## src/include/dss_pkg.sv

```systemverilog
// package for the deep sleep mode sequencer: register offsets, bit
// positions, values and timing shared by both ends.
// assumes a single 100 MHz ref_clk domain.
package dss_pkg;
  // -------------------------------------------------------------------
  // device register map, 8-bit registers reached over the carrier
  // -------------------------------------------------------------------
  localparam logic [7:0] ADDR_IRQ_EN_LOW   = 8'h30;
  localparam logic [7:0] ADDR_IRQ_EN_HIGH  = 8'h31;
  localparam logic [7:0] ADDR_MISC_CONFIG  = 8'h40;
  localparam logic [7:0] ADDR_WAKE_STATUS  = 8'h42;
  localparam logic [7:0] ADDR_MASTER_CTRL  = 8'h50;
  localparam logic [7:0] ADDR_RTC_CTRL     = 8'h60;
  localparam logic [7:0] ADDR_SLEEP_CTRL   = 8'ha2;
  localparam logic [7:0] ADDR_MATCH_MASK   = 8'ha3;

  // sleep control bits
  localparam int BIT_MATCH_POL   = 0;
  localparam int BIT_MATCH_EN    = 1;
  localparam int BIT_LCD_KEEP    = 3;
  localparam int BIT_OSC_OFF     = 4;
  localparam logic [7:0] SLEEP_CTRL_WMASK = 8'h1b;
  // master control bits
  localparam int BIT_STATUS_CLEAR = 6;
  localparam int BIT_CLK_BYPASS   = 7;
  // wake status bits
  localparam int BIT_WAKE_MATCH  = 0;
  localparam int BIT_WAKE_ALARM  = 1;
  localparam int BIT_WAKE_FAIL   = 2;
  // interrupt enable low bits, reset-complete in the high byte
  localparam int BIT_EN_MATCH    = 0;
  localparam int BIT_EN_ALARM    = 3;
  localparam int BIT_EN_FAIL     = 4;
  localparam int BIT_EN_RSTC     = 4;

  // -------------------------------------------------------------------
  // reset values and host programming values
  // -------------------------------------------------------------------
  localparam logic [7:0]  IRQ_EN_LOW_RST   = 8'hef;
  localparam logic [7:0]  IRQ_EN_HIGH_RST  = 8'hff;
  localparam logic [7:0]  RTC_CTRL_RST     = 8'h80;
  localparam logic [15:0] IRQ_EN_SLEEP     = 16'h1900;
  localparam logic [7:0]  BANDGAP_LCD      = 8'hc0;
  localparam logic [7:0]  BANDGAP_LOWEST   = 8'h80;
  localparam logic [7:0]  RTC_CTRL_OFF     = 8'h00;
  localparam logic [7:0]  ZERO8            = 8'h00;

  // -------------------------------------------------------------------
  // timing
  // -------------------------------------------------------------------
  localparam int CLK_MHZ          = 100;
  localparam int INT_QUIET_US     = 100;
  localparam int INT_QUIET_CYC    = INT_QUIET_US * CLK_MHZ;
  localparam int OSC_STOP_EDGES   = 2;

  // host commands on its user port
  localparam logic [1:0] CMD_LCD      = 2'h0;
  localparam logic [1:0] CMD_CLOCK    = 2'h1;
  localparam logic [1:0] CMD_SHUTDOWN = 2'h2;
  localparam logic [1:0] CMD_WAKE     = 2'h3;
endpackage

```

## src/include/dss_if.sv

```systemverilog
// carrier between the host end and the device end of the sequencer.
// assumes both ends share ref_clk; all signals are plain levels.
`timescale 1ns/1ps
`default_nettype none
interface dss_if;
  logic       power_down_pin_n;  // low = awake request, rise = sleep
  logic       reg_wr;            // one-cycle register write
  logic       reg_rd;            // one-cycle register read
  logic [7:0] reg_addr;
  logic [7:0] reg_wdata;
  logic [7:0] reg_rdata;         // valid the cycle after reg_rd
  logic       irq_n;             // active-low interrupt line

  modport device (
    input  power_down_pin_n, reg_wr, reg_rd, reg_addr, reg_wdata,
    output reg_rdata, irq_n
  );
  modport host (
    output power_down_pin_n, reg_wr, reg_rd, reg_addr, reg_wdata,
    input  reg_rdata, irq_n
  );
endinterface
`default_nettype wire

```

## src/hdl/dss_device.sv

```systemverilog
// device end of the deep sleep mode sequencer: enable registers, sleep
// control, wake detection, interrupt line and power/clock gating outputs.
// assumes all inputs are synchronous to ref_clk; host keeps its rules.
//
// Contract
// - display sleep: regulator low, always-on block only
// - host puts unused pins analog first; dss_host configures no pins
// - host writes enables 0x1900 first
// - host sets bandgap 0xc0 or 0x80
// - pin low, set bits, pin rise enters
// - pending wake blocks entry, irq stays low
// - host checks irq quiet 100 us
// - irq after entry means woke, reinit
// - host keeps wake interrupts enabled
// - stay asleep until wake, then irq
// - pin low wakes, host reinitialises
// - hold ports asleep, reset ports on wake
// - bypass bit selects external clock
// - external clock: oscillator off, detection kept
// - clock sleep drops LCD
// - host sets bandgap, match enable, masks
// - shutdown disables all, only reset exits
// - host shutdown sequence with oscillator off
// - irq after shutdown: host resets, retries; dss_host only raises need_reset, no retry
// - host clears masks before shutdown
// - oscillator stops after two rtc ticks in shutdown
// - pin fall wakes, self-clears enables
// - wake cause kept in status bits
`timescale 1ns/1ps
`default_nettype none
module dss_device (
  // clock and reset
  input  wire logic  ref_clk,
  input  wire logic  arst_n,
  // host side
  dss_if.device      bus,
  // always-on event inputs
  input  wire logic  rtc_tick,
  input  wire logic  alarm_evt,
  input  wire logic  osc_fail_evt,
  input  wire logic  match_level,
  // power and clock controls
  output logic       regulator_low,
  output logic       logic_power_off,
  output logic       lcd_refresh_on,
  output logic       rtc_osc_on,
  output logic       rtc_clock_bypass,
  output logic       ports_hold,
  output logic       ports_default,
  output logic [1:0] sleep_state
);
  // -------------------------------------------------------------------
  // state
  // -------------------------------------------------------------------
  typedef enum logic [3:0] {
    DSS_AWAKE    = 4'b0001,
    DSS_LCD      = 4'b0010,
    DSS_CLOCK    = 4'b0100,
    DSS_SHUTDOWN = 4'b1000
  } dss_state_e;

  dss_state_e state_reg, state_next;
  logic [7:0] irq_en_low_reg, irq_en_high_reg, misc_config_reg;
  logic [7:0] deep_sleep_control_reg, master_control_reg;
  logic [7:0] rtc_control_reg, match_mask_reg;
  logic [2:0] wake_source_status;
  logic       pin_q_reg, rstc_reg, irq_n_reg;
  logic [7:0] rdata_reg;
  logic [1:0] osc_cnt_reg;
  logic       regulator_low_reg, logic_off_reg, lcd_on_reg;
  logic       osc_on_reg, ports_hold_reg, ports_def_reg;

  // -------------------------------------------------------------------
  // decode
  // -------------------------------------------------------------------
  // pin edges and bus strobes
  wire pin_rise   = bus.power_down_pin_n & ~pin_q_reg;
  wire pin_fall   = ~bus.power_down_pin_n & pin_q_reg;
  wire awake      = state_reg == DSS_AWAKE;
  wire asleep     = ~awake & (state_reg != DSS_SHUTDOWN);
  wire wr_sleep   = bus.reg_wr & (bus.reg_addr == dss_pkg::ADDR_SLEEP_CTRL);
  wire wr_master  = bus.reg_wr & (bus.reg_addr == dss_pkg::ADDR_MASTER_CTRL);
  wire match_en   = deep_sleep_control_reg[dss_pkg::BIT_MATCH_EN];
  wire lcd_keep   = deep_sleep_control_reg[dss_pkg::BIT_LCD_KEEP];
  wire osc_off    = deep_sleep_control_reg[dss_pkg::BIT_OSC_OFF];
  wire match_pol  = deep_sleep_control_reg[dss_pkg::BIT_MATCH_POL];
  // alarm and fail detection only while the oscillator runs or is bypassed
  wire detect_ok  = osc_on_reg | master_control_reg[dss_pkg::BIT_CLK_BYPASS];
  wire ev_match   = ((match_level ^ match_pol) & |match_mask_reg)
                    & irq_en_low_reg[dss_pkg::BIT_EN_MATCH];
  wire ev_alarm   = alarm_evt & detect_ok & irq_en_low_reg[dss_pkg::BIT_EN_ALARM];
  wire ev_fail    = osc_fail_evt & detect_ok
                    & irq_en_low_reg[dss_pkg::BIT_EN_FAIL];
  wire [2:0] ev_vec = {ev_fail, ev_alarm, ev_match};
  wire pending    = (|wake_source_status) | rstc_reg;
  // entry takes the requested mode at the pin rise, if nothing is pending and match_en or lcd_keep is set
  wire enter_ok   = awake & pin_rise & ~pending & (match_en | lcd_keep);
  wire wake_evt   = asleep & (|ev_vec) & match_en;
  wire wake_pin   = asleep & pin_fall;
  wire wake_any   = wake_evt | wake_pin | (asleep & ~match_en & |ev_vec);
  wire status_clr = wr_master & bus.reg_wdata[dss_pkg::BIT_STATUS_CLEAR];

  // -------------------------------------------------------------------
  // next state
  // -------------------------------------------------------------------
  always_comb begin
    state_next = state_reg;
    unique case (state_reg)
      DSS_AWAKE: begin
        if (enter_ok && osc_off) begin
          state_next = DSS_SHUTDOWN;
        end else if (enter_ok && lcd_keep) begin
          state_next = DSS_LCD;
        end else if (enter_ok) begin
          state_next = DSS_CLOCK;
        end
      end
      DSS_LCD, DSS_CLOCK: begin
        if (wake_any) begin
          state_next = DSS_AWAKE;
        end
      end
      DSS_SHUTDOWN: state_next = DSS_SHUTDOWN;
    endcase
  end

  // -------------------------------------------------------------------
  // registers written by the host
  // -------------------------------------------------------------------
  // register writes only take effect while awake
  always_ff @(posedge ref_clk or negedge arst_n) begin
    if (!arst_n) begin
      irq_en_low_reg  <= dss_pkg::IRQ_EN_LOW_RST;
      irq_en_high_reg <= dss_pkg::IRQ_EN_HIGH_RST;
      misc_config_reg <= dss_pkg::ZERO8;
      master_control_reg <= dss_pkg::ZERO8;
      rtc_control_reg <= dss_pkg::RTC_CTRL_RST;
      match_mask_reg  <= dss_pkg::ZERO8;
    end else if (asleep && state_next == DSS_AWAKE) begin
      irq_en_low_reg  <= dss_pkg::IRQ_EN_LOW_RST;
      irq_en_high_reg <= dss_pkg::IRQ_EN_HIGH_RST; // unpreserved on wake
    end else if (bus.reg_wr && awake) begin
      unique case (bus.reg_addr)
        dss_pkg::ADDR_IRQ_EN_LOW:  irq_en_low_reg  <= bus.reg_wdata;
        dss_pkg::ADDR_IRQ_EN_HIGH: irq_en_high_reg <= bus.reg_wdata;
        dss_pkg::ADDR_MISC_CONFIG: misc_config_reg <= bus.reg_wdata;
        dss_pkg::ADDR_MASTER_CTRL: master_control_reg <= bus.reg_wdata;
        dss_pkg::ADDR_RTC_CTRL:    rtc_control_reg <= bus.reg_wdata;
        dss_pkg::ADDR_MATCH_MASK:  match_mask_reg  <= bus.reg_wdata;
        default: ;
      endcase
    end
  end

  // sleep control: enables self-clear on wake-up
  always_ff @(posedge ref_clk or negedge arst_n) begin
    if (!arst_n) begin
      deep_sleep_control_reg <= dss_pkg::ZERO8;
    end else if (asleep && state_next == DSS_AWAKE) begin
      deep_sleep_control_reg <= deep_sleep_control_reg
        & ~((8'h01 << dss_pkg::BIT_LCD_KEEP) | (8'h01 << dss_pkg::BIT_MATCH_EN)
          | (8'h01 << dss_pkg::BIT_OSC_OFF));
    end else if (wr_sleep && awake) begin
      deep_sleep_control_reg <= bus.reg_wdata & dss_pkg::SLEEP_CTRL_WMASK;
    end
  end

  // wake cause status: an event at an awake pin rise wins over a clear
  always_ff @(posedge ref_clk or negedge arst_n) begin
    if (!arst_n) begin
      wake_source_status <= 3'h0;
    end else if (asleep) begin
      wake_source_status <= wake_source_status | ev_vec;
    end else if (status_clr) begin
      wake_source_status <= ev_vec & {3{awake & pin_rise}};
    end else if (awake && pin_rise) begin
      wake_source_status <= wake_source_status | ev_vec;
    end
  end

  // state, pin history, reset-complete flag and interrupt line
  always_ff @(posedge ref_clk or negedge arst_n) begin
    if (!arst_n) begin
      state_reg <= DSS_AWAKE;
      pin_q_reg <= 1'b1;  // idle level, no false edge after reset
      rstc_reg  <= 1'b1;
      irq_n_reg <= 1'b1;
    end else begin
      state_reg <= state_next;
      pin_q_reg <= bus.power_down_pin_n;
      if (asleep && state_next == DSS_AWAKE) begin
        rstc_reg <= 1'b1;
      end else if (status_clr) begin
        rstc_reg <= 1'b0;
      end
      irq_n_reg <= ~((rstc_reg & irq_en_high_reg[dss_pkg::BIT_EN_RSTC])
                     | (awake & |wake_source_status)
                     | (awake & bus.power_down_pin_n & pending));
    end
  end

  // read port: data stands the cycle after the strobe
  always_ff @(posedge ref_clk or negedge arst_n) begin
    if (!arst_n) begin
      rdata_reg   <= dss_pkg::ZERO8;
    end else begin
      unique case (bus.reg_addr)
        dss_pkg::ADDR_IRQ_EN_LOW:  rdata_reg <= irq_en_low_reg;
        dss_pkg::ADDR_IRQ_EN_HIGH: rdata_reg <= irq_en_high_reg;
        dss_pkg::ADDR_MISC_CONFIG: rdata_reg <= misc_config_reg;
        dss_pkg::ADDR_WAKE_STATUS: rdata_reg <= {5'h00, wake_source_status};
        dss_pkg::ADDR_MASTER_CTRL: rdata_reg <= master_control_reg;
        dss_pkg::ADDR_RTC_CTRL:    rdata_reg <= rtc_control_reg;
        dss_pkg::ADDR_SLEEP_CTRL:  rdata_reg <= deep_sleep_control_reg;
        dss_pkg::ADDR_MATCH_MASK:  rdata_reg <= match_mask_reg;
        default:                   rdata_reg <= dss_pkg::ZERO8;
      endcase
    end
  end

  // -------------------------------------------------------------------
  // power and clock gating outputs
  // -------------------------------------------------------------------
  // oscillator stops after two rtc_tick pulses following entry with osc_off set
  always_ff @(posedge ref_clk or negedge arst_n) begin
    if (!arst_n) begin
      osc_cnt_reg       <= 2'h0;
      osc_on_reg        <= 1'b1;
      regulator_low_reg <= 1'b0;
      logic_off_reg     <= 1'b0;
      lcd_on_reg        <= 1'b1;
      ports_hold_reg    <= 1'b0;
      ports_def_reg     <= 1'b1;
    end else begin
      regulator_low_reg <= state_next != DSS_AWAKE;
      logic_off_reg     <= state_next != DSS_AWAKE;
      lcd_on_reg        <= (state_next == DSS_AWAKE)
                           | (state_next == DSS_LCD);
      ports_hold_reg    <= state_next != DSS_AWAKE;
      if (asleep && state_next == DSS_AWAKE) begin
        ports_def_reg <= 1'b1;
      end else if (bus.reg_wr && awake) begin
        ports_def_reg <= 1'b0;
      end
      if (state_reg == DSS_SHUTDOWN) begin
        if (rtc_tick && osc_cnt_reg != 2'(dss_pkg::OSC_STOP_EDGES)) begin
          osc_cnt_reg <= osc_cnt_reg + 2'h1;
        end
        osc_on_reg <= osc_cnt_reg != 2'(dss_pkg::OSC_STOP_EDGES);
      end else begin
        osc_cnt_reg <= 2'h0;
        osc_on_reg  <= rtc_control_reg != dss_pkg::RTC_CTRL_OFF;
      end
    end
  end

  assign bus.irq_n        = irq_n_reg;
  assign bus.reg_rdata    = rdata_reg;
  assign regulator_low    = regulator_low_reg;
  assign logic_power_off  = logic_off_reg;
  assign lcd_refresh_on   = lcd_on_reg;
  assign rtc_osc_on       = osc_on_reg;
  assign rtc_clock_bypass = master_control_reg[dss_pkg::BIT_CLK_BYPASS];
  assign ports_hold       = ports_hold_reg;
  assign ports_default    = ports_def_reg;
  assign sleep_state      = {state_reg == DSS_SHUTDOWN | state_reg == DSS_CLOCK,
                             state_reg == DSS_SHUTDOWN | state_reg == DSS_LCD};
endmodule
`default_nettype wire

```

## src/flat_wrapper.sv

```systemverilog
// flat-port wrapper written by rule: the top's interface ports become plain ports
module dss_device_flat 
  (ref_clk, arst_n, rtc_tick, alarm_evt, osc_fail_evt, match_level, regulator_low, logic_power_off, lcd_refresh_on, rtc_osc_on, rtc_clock_bypass, ports_hold, ports_default, sleep_state, bus_power_down_pin_n, bus_reg_wr, bus_reg_rd, bus_reg_addr, bus_reg_wdata, bus_reg_rdata, bus_irq_n);
  dss_if bus_i ();
  input  wire logic ref_clk;
  input  wire logic arst_n;
  input  wire logic rtc_tick;
  input  wire logic alarm_evt;
  input  wire logic osc_fail_evt;
  input  wire logic match_level;
  output logic regulator_low;
  output logic logic_power_off;
  output logic lcd_refresh_on;
  output logic rtc_osc_on;
  output logic rtc_clock_bypass;
  output logic ports_hold;
  output logic ports_default;
  output logic [1:0] sleep_state;
  input wire logic [$bits(bus_i.power_down_pin_n)-1:0] bus_power_down_pin_n;
  input wire logic [$bits(bus_i.reg_wr)-1:0] bus_reg_wr;
  input wire logic [$bits(bus_i.reg_rd)-1:0] bus_reg_rd;
  input wire logic [$bits(bus_i.reg_addr)-1:0] bus_reg_addr;
  input wire logic [$bits(bus_i.reg_wdata)-1:0] bus_reg_wdata;
  output wire logic [$bits(bus_i.reg_rdata)-1:0] bus_reg_rdata;
  output wire logic [$bits(bus_i.irq_n)-1:0] bus_irq_n;
  assign bus_i.power_down_pin_n = bus_power_down_pin_n;
  assign bus_i.reg_wr = bus_reg_wr;
  assign bus_i.reg_rd = bus_reg_rd;
  assign bus_i.reg_addr = bus_reg_addr;
  assign bus_i.reg_wdata = bus_reg_wdata;
  assign bus_reg_rdata = bus_i.reg_rdata;
  assign bus_irq_n = bus_i.irq_n;
  dss_device u_core (.ref_clk(ref_clk), .arst_n(arst_n), .bus(bus_i), .rtc_tick(rtc_tick), .alarm_evt(alarm_evt), .osc_fail_evt(osc_fail_evt), .match_level(match_level), .regulator_low(regulator_low), .logic_power_off(logic_power_off), .lcd_refresh_on(lcd_refresh_on), .rtc_osc_on(rtc_osc_on), .rtc_clock_bypass(rtc_clock_bypass), .ports_hold(ports_hold), .ports_default(ports_default), .sleep_state(sleep_state));
endmodule
```

## config.mk

```make
export PLATFORM = sky130hd
export DESIGN_NAME = dss_device_flat
export DESIGN_NICKNAME = d
export VERILOG_FILES = /design/src/include/dss_pkg.sv /design/src/include/dss_if.sv /design/src/hdl/dss_device.sv /design/src/flat_wrapper.sv
export SDC_FILE = /design/constraint.sdc
export NUM_CORES = 1
export LEC_CHECK = 0
export BUFFER_PORTS_ARGS = -buffer_cell sky130_fd_sc_hd__clkbuf_2
export CORE_ASPECT_RATIO = 0.8
export CORE_MARGIN = 2
export CORE_UTILIZATION = 62
export DETAILED_ROUTE_END_ITERATION = 12
export PLACE_DENSITY = 0.84
export SLEW_MARGIN = 0
export SYNTH_ARGS = -nofsm -noshare
export SYNTH_HDL_FRONTEND = slang
export SYNTH_SLANG_ARGS = --single-unit
```

## constraint.sdc

```tcl
create_clock -name ref_clk -period 3.4 [get_ports ref_clk]
set_input_delay 0.17 -clock ref_clk [delete_from_list [all_inputs] [get_ports ref_clk]]
set_output_delay 0.17 -clock ref_clk [all_outputs]
set_load 0.05 [all_outputs]
```

== Yosys cells after proc, flatten, opt, wreduce, memory -nomap -nowiden ==
Index checks and enable logic that the tools add are counted.
Storage, ports and cells
  input port bits: 25
  bits in registers: 76
  output and inout bits: 18
  logic and storage cells: 131
Cells by class
  reduce and logical (&&, ||, !) cells: 25
  bitwise gates (word level): 44
  equality and inequality tests: 18
  mux-type cells: 24
  add/sub/neg operators: 1
Operators by type and width (number)
  $pmux W8 S8: 1
  $mux W8: 6
  $eq A8 B7 Y1 const B: 4
  $and A1 B1 Y1: 24
  $eq A8 B6 Y1 const B: 2
  $eq A8 B8 Y1 const B: 2
  $mux W4: 4
  $pmux W4 S3: 1
  $reduce_and A3 Y1: 4
  $mux W5: 2
  $or A1 B1 Y1: 10
  $reduce_bool A2 Y1: 5
  $mux W3: 3
  $eq A4 B1 Y1 const B: 2
  $eq A4 B2 Y1 const B: 2
  $reduce_bool A8 Y1: 1
  $reduce_or A8 Y1: 1
  $logic_and A1 B1 Y1: 7
  $not A1 Y1: 7
  $reduce_and A2 Y1: 3
  $reduce_or A3 Y1: 2
  $mux W1: 5
  $eq A4 B3 Y1 const B: 1
  $eq A4 B4 Y1 const B: 1
  10 further kinds: 12

== Longest topological paths before layout ==
  depth in word-level cells: 14
  mapped depth: 7
  mapped depth without buffers: 7

== Worst setup path before layout ==
Ideal clock, no wire load.
  path type: reg-to-reg
  from: register u_core.state_reg[3]
  to: register u_core.master_control_reg[0]
  clock period less this slack: 2.094 ns
  library setup time: 0.125 ns
  cell stages (with the launch flop): 7
  slack: 1.306 ns
  path buffers: 2
  data arrival time: 1.969 ns
  cell sequence: dfrtp_1 clkbuf_1 nor4b_2 buf_2 nand2_1 nor3_4 mux2_2
On the way
  cells in the longest elaborated chain, start to end: 13
Ends and longest elaborated chain
  start, declared: RTL line dss_device.sv:62  | dss_state_e state_reg, state_next;
  start signal, assigned: RTL line dss_device.sv:189  | state_reg <= state_next;
  $eq A4 B1 Y1: RTL line dss_device.sv:79, dss_device.sv:108
  $not A1 Y1: RTL line dss_device.sv:80  | wire asleep = ~awake & (state_reg != DSS_SHUTDOWN);
  $and A1 B1 Y1: RTL line dss_device.sv:80
  $and A1 B1 Y1 (2 in series): RTL line dss_device.sv:98  | wire wake_evt = asleep & (|ev_vec) & match_en;
  $or A1 B1 Y1 (2 in series): RTL line dss_device.sv:100  | wire wake_any = wake_evt | wake_pin | (asleep & ~match_en & |ev_vec);
  $mux W4: RTL line dss_device.sv:119  | if (wake_any) begin
  $pmux W4 S3: RTL line dss_device.sv:108  | unique case (state_reg)
  $eq A4 B1 Y1: RTL line dss_device.sv:139  | end else if (asleep && state_next == DSS_AWAKE) begin
  $logic_and A1 B1 Y1: RTL line dss_device.sv:139
  $not A1 Y1 (no source line)
  $reduce_and A3 Y1 (no source line) *
  end signal, assigned: RTL line dss_device.sv:136  | master_control_reg <= dss_pkg::ZERO8;
  end signal, assigned: RTL line dss_device.sv:147  | dss_pkg::ADDR_MASTER_CTRL: master_control_reg <= bus.reg_wdata;
  end, declared: RTL line dss_device.sv:64  | logic [7:0] deep_sleep_control_reg, master_control_reg;
Every way passes the cells marked *; elsewhere a longest branch is shown, timed or not.
A chain may end at the register's enable or synchronous reset.

== Worst setup path after layout ==
  from: register u_core.match_mask_reg[5]
  to: register u_core.lcd_on_reg, in the netlist u_core.lcd_refresh_on
On the way
  cells in the longest elaborated chain, start to end: 12
Ends and longest elaborated chain
  start, declared: RTL line dss_device.sv:65  | logic [7:0] rtc_control_reg, match_mask_reg;
  start signal, assigned: RTL line dss_device.sv:138  | match_mask_reg <= dss_pkg::ZERO8;
  start signal, assigned: RTL line dss_device.sv:149  | dss_pkg::ADDR_MATCH_MASK: match_mask_reg <= bus.reg_wdata;
  $reduce_or A8 Y1 *: RTL line dss_device.sv:89  | wire ev_match = ((match_level ^ match_pol) & |match_mask_reg)
  $and A1 B1 Y1 *: RTL line dss_device.sv:89
  $and A1 B1 Y1 *: RTL line dss_device.sv:90  | & irq_en_low_reg[dss_pkg::BIT_EN_MATCH];
  $reduce_or A3 Y1 *: RTL line dss_device.sv:98, dss_device.sv:100
  $and A1 B1 Y1 (2 in series): RTL line dss_device.sv:98
  $or A1 B1 Y1: RTL line dss_device.sv:100
  $or A1 B1 Y1 *: RTL line dss_device.sv:100
  $mux W4 *: RTL line dss_device.sv:119
  $pmux W4 S3 *: RTL line dss_device.sv:108
  $eq A4 B1 Y1 / $eq A4 B2 Y1 (equally long branches): RTL line dss_device.sv:237, dss_device.sv:238
  $or A1 B1 Y1 *: RTL line dss_device.sv:238  | | (state_next == DSS_LCD);
  end signal, assigned: RTL line dss_device.sv:237  | lcd_on_reg <= (state_next == DSS_AWAKE)
  end, declared: RTL line dss_device.sv:70  | logic regulator_low_reg, logic_off_reg, lcd_on_reg;
Marks and branches as above.

==> reports/results.ini <==
[grt]
antenna_found_initial=0
grt_pass1_vias=2823
grt_max_degree=77
track_usage=0.291
overflow=0
grt_first_pass_wirelength_um=13800

[yosys]
synthSimpleGateAreaFrac=0.197
muxShareOfSynthArea=0.114
ys_warn_count=0
synth-compound-area-share=0.106
yosysUniqueCellTypes=46
synthXorXnorAreaFrac=0.0146
syn_area_per_cell_um2=11.1
synthFlopType=dfrtp_1
syn_area_um2=3600
synth-adder-area-share=0.00347
synth_top_family_by_area=simple AND/OR/NAND/NOR gates
seq_area_frac_synth=0.536
synth_async_sr_flop_share=1.00
synth_top_cells_by_area=dfrtp_1, dfstp_2, mux2_2, nand2_1, nand3_1
synth_seq_cells=76
synth_cells=325
syn_nets=351
synth_most_common_cell=dfrtp_1
yosysTopAreaCell=dfrtp_1
netlist_top_cells_count=dfrtp_1, nand2_1, mux2_2
synth-edff-count=0
synth_top_cell_area_share=0.368

[worst_setup_path]
cp.required_ps=3660
endpoint_kind=register
path_max_fanout=5
crit_type=register to register
cp.arrival_ps=2670
startpoint_type=register

[layout]
layout-drive-gt1-share=0.352
register_area_um2=1930
nNetsFinal=396
fin_cells=453
antenna_cells=0
multi_input_area_um2=1580
n_fill_cell=402
post-route-util=0.741
area_delta_synth_final_pct=13.6

[timing]
setup_tns_ps=0
tightest_slew_ps=949
skew_ps=10.9
hold_viol_final=0
rsz0062_at_grt=no
maxSlewHeadroom=0.367
fin_crit_sh=0.709
setup_slack_ps=989
min_period_ps=2410
worst_hold_slack_ps=78.0
finalSetupViolCount=0
fmax_mhz=415
report.final.slew_viol_count=0

[die]
core-area_um2=5530
die_y_um=72.2
die_w_um=89.2
die_area_um2=6440
initial_core_util=0.652
rows=24
ios=43

[clock_tree]
cts_buffers=9
cts_resized=0
cts_setup_buffers=0
clockBufferDepth=2
cts_sinks=76
h-tree-depth=3
clk_pin_slew_ps=90
clk_latency_ps=360
cts-root-buf=clkbuf_8
cts_tree=yes

[power_and_ir_drop]
ir_drop_v=0.000307
p_leak_nw=1.95
power.density_nw_per_um2=442

[run_status]
status=completed

[route]
via_count=2838
drc=0
drt_iter0_drc=296
wirelength_um=8550
wl_per_cell_um=18.9
ant_nets=0
vias_per_cell=6.26
firstDrtPassIters=5

[place]
dpl.cell_count=435
gp_congestion=0.940
dp_slack_ps=1050
port_buffers=41
dpl.hpwl_um=5830

[job]
maxCapViolCount=0

[min_path]
hp-class=primary input to register

==> per-stage QoR <==
step,cell area (µm²),power (mW)
2_1_floorplan,3600,1.11
3_3_place_gp,3890,1.17
3_5_place_dp,3890,1.18
4_1_cts,4090,1.82
5_1_grt,4090,1.88
6_report,4090,1.81
==> area by class of cell <==
class,instances,area share
flip-flops and latches,76,0.472
well taps,78,0.0238
repair buffers,51,0.0703
clock buffers,9,0.0303
inverters,5,0.00459
multi-input cells,227,0.385
clock inverters,7,0.0141
==> routing by layer <==
metal | vias up | share of wire | track usage | wire length, µm
met2 | 139 | 0.47 | 0.441 | 3990
met3 | 23 | 0.098 | 0.125 | 838
li1 | 1283 | - | - | -
met5 | - | 0 | 0 | 0
met4 | 0 | 0.024 | 0.108 | 206
met1 | 1393 | 0.41 | 0.375 | 3520
==> kinds of logic (layout without fill, tap and decap cells) <==
kind of cell,after synthesis,count (layout)
muxes,37,37
AOI/OAI and AO/OA,51,51
DFF,76,76
adders and majority gates,1,1
and+or+nand+nor,132,132
buffers and inverters,22,72
xor gates and xnor gates,6,6
==> power breakdown <==
part / total (mW) / internal, mW / leakage (nW) / switching (mW)
Clock: 0.640 / 0.276 / 0.0886 / 0.365
Combinational: 0.177 / 0.0610 / 0.894 / 0.116
Sequential: 0.992 / 0.959 / 0.969 / 0.0331
==> cell usage in the layout (no fill, tap or decap), types with 2 or more instances in the layout <==
cell	Yosys	layout
nor4_1	8	8
nor2_1	12	12
clkbuf_8	0	9
nor2b_1	3	3
inv_1	5	5
inv_6	0	3
a32o_1	2	2
a211o_1	3	3
mux2i_1	4	4
clkbuf_2	0	40
nand2_1	49	49
a222oi_1	5	5
nand2b_1	8	8
a41oi_1	2	2
dlygate4sd3_1	0	2
o21ai_0	6	6
clkinvlp_4	0	2
and3_1	5	5
dfrtp_1	53	53
a21oi_1	8	8
a211oi_1	2	2
nand3_1	25	25
a22o_1	3	3
dfstp_2	23	23
or3_1	4	4
nor4_2	4	4
mux2_2	33	33
buf_4	2	9
xnor2_1	5	5
o211ai_1	2	2
nor3_4	2	2
nor3_1	5	5
a22oi_1	11	11
==> worst max-delay path, cell delays in order, from the launching register on <==
cell	delay, ps
dfrtp_1	410
nor4_1	430
a211oi_1	270
or4_1	610
a211o_1	310
a211oi_1	270
==> worst paths after layout <==
check / from / slack (ps) / endpoint / cells after the start
max in group asynchronous: arst_n / 2270 / u_core.deep_sleep_control_reg[0] / 2
min in group asynchronous: arst_n / 480 / u_core.regulator_low / 2
worst max register to register: u_core.match_mask_reg[5] / 990 / u_core.lcd_refresh_on / 5
worst min register to register: u_core.ports_default / 470 / u_core.ports_default / 2
worst min-delay path: bus_reg_wdata[2] / 80 / u_core.irq_en_high_reg[2] / 3
worst max-delay path: u_core.match_mask_reg[5] / 990 / u_core.lcd_refresh_on / 5
==> timing repair <==
action	4_1_cts	5_1_grt
endpoints found under the setup margin	0	0
hold endpoints to repair	48	0
hold buffers	2	0
(Power assumes the default switching activity.)
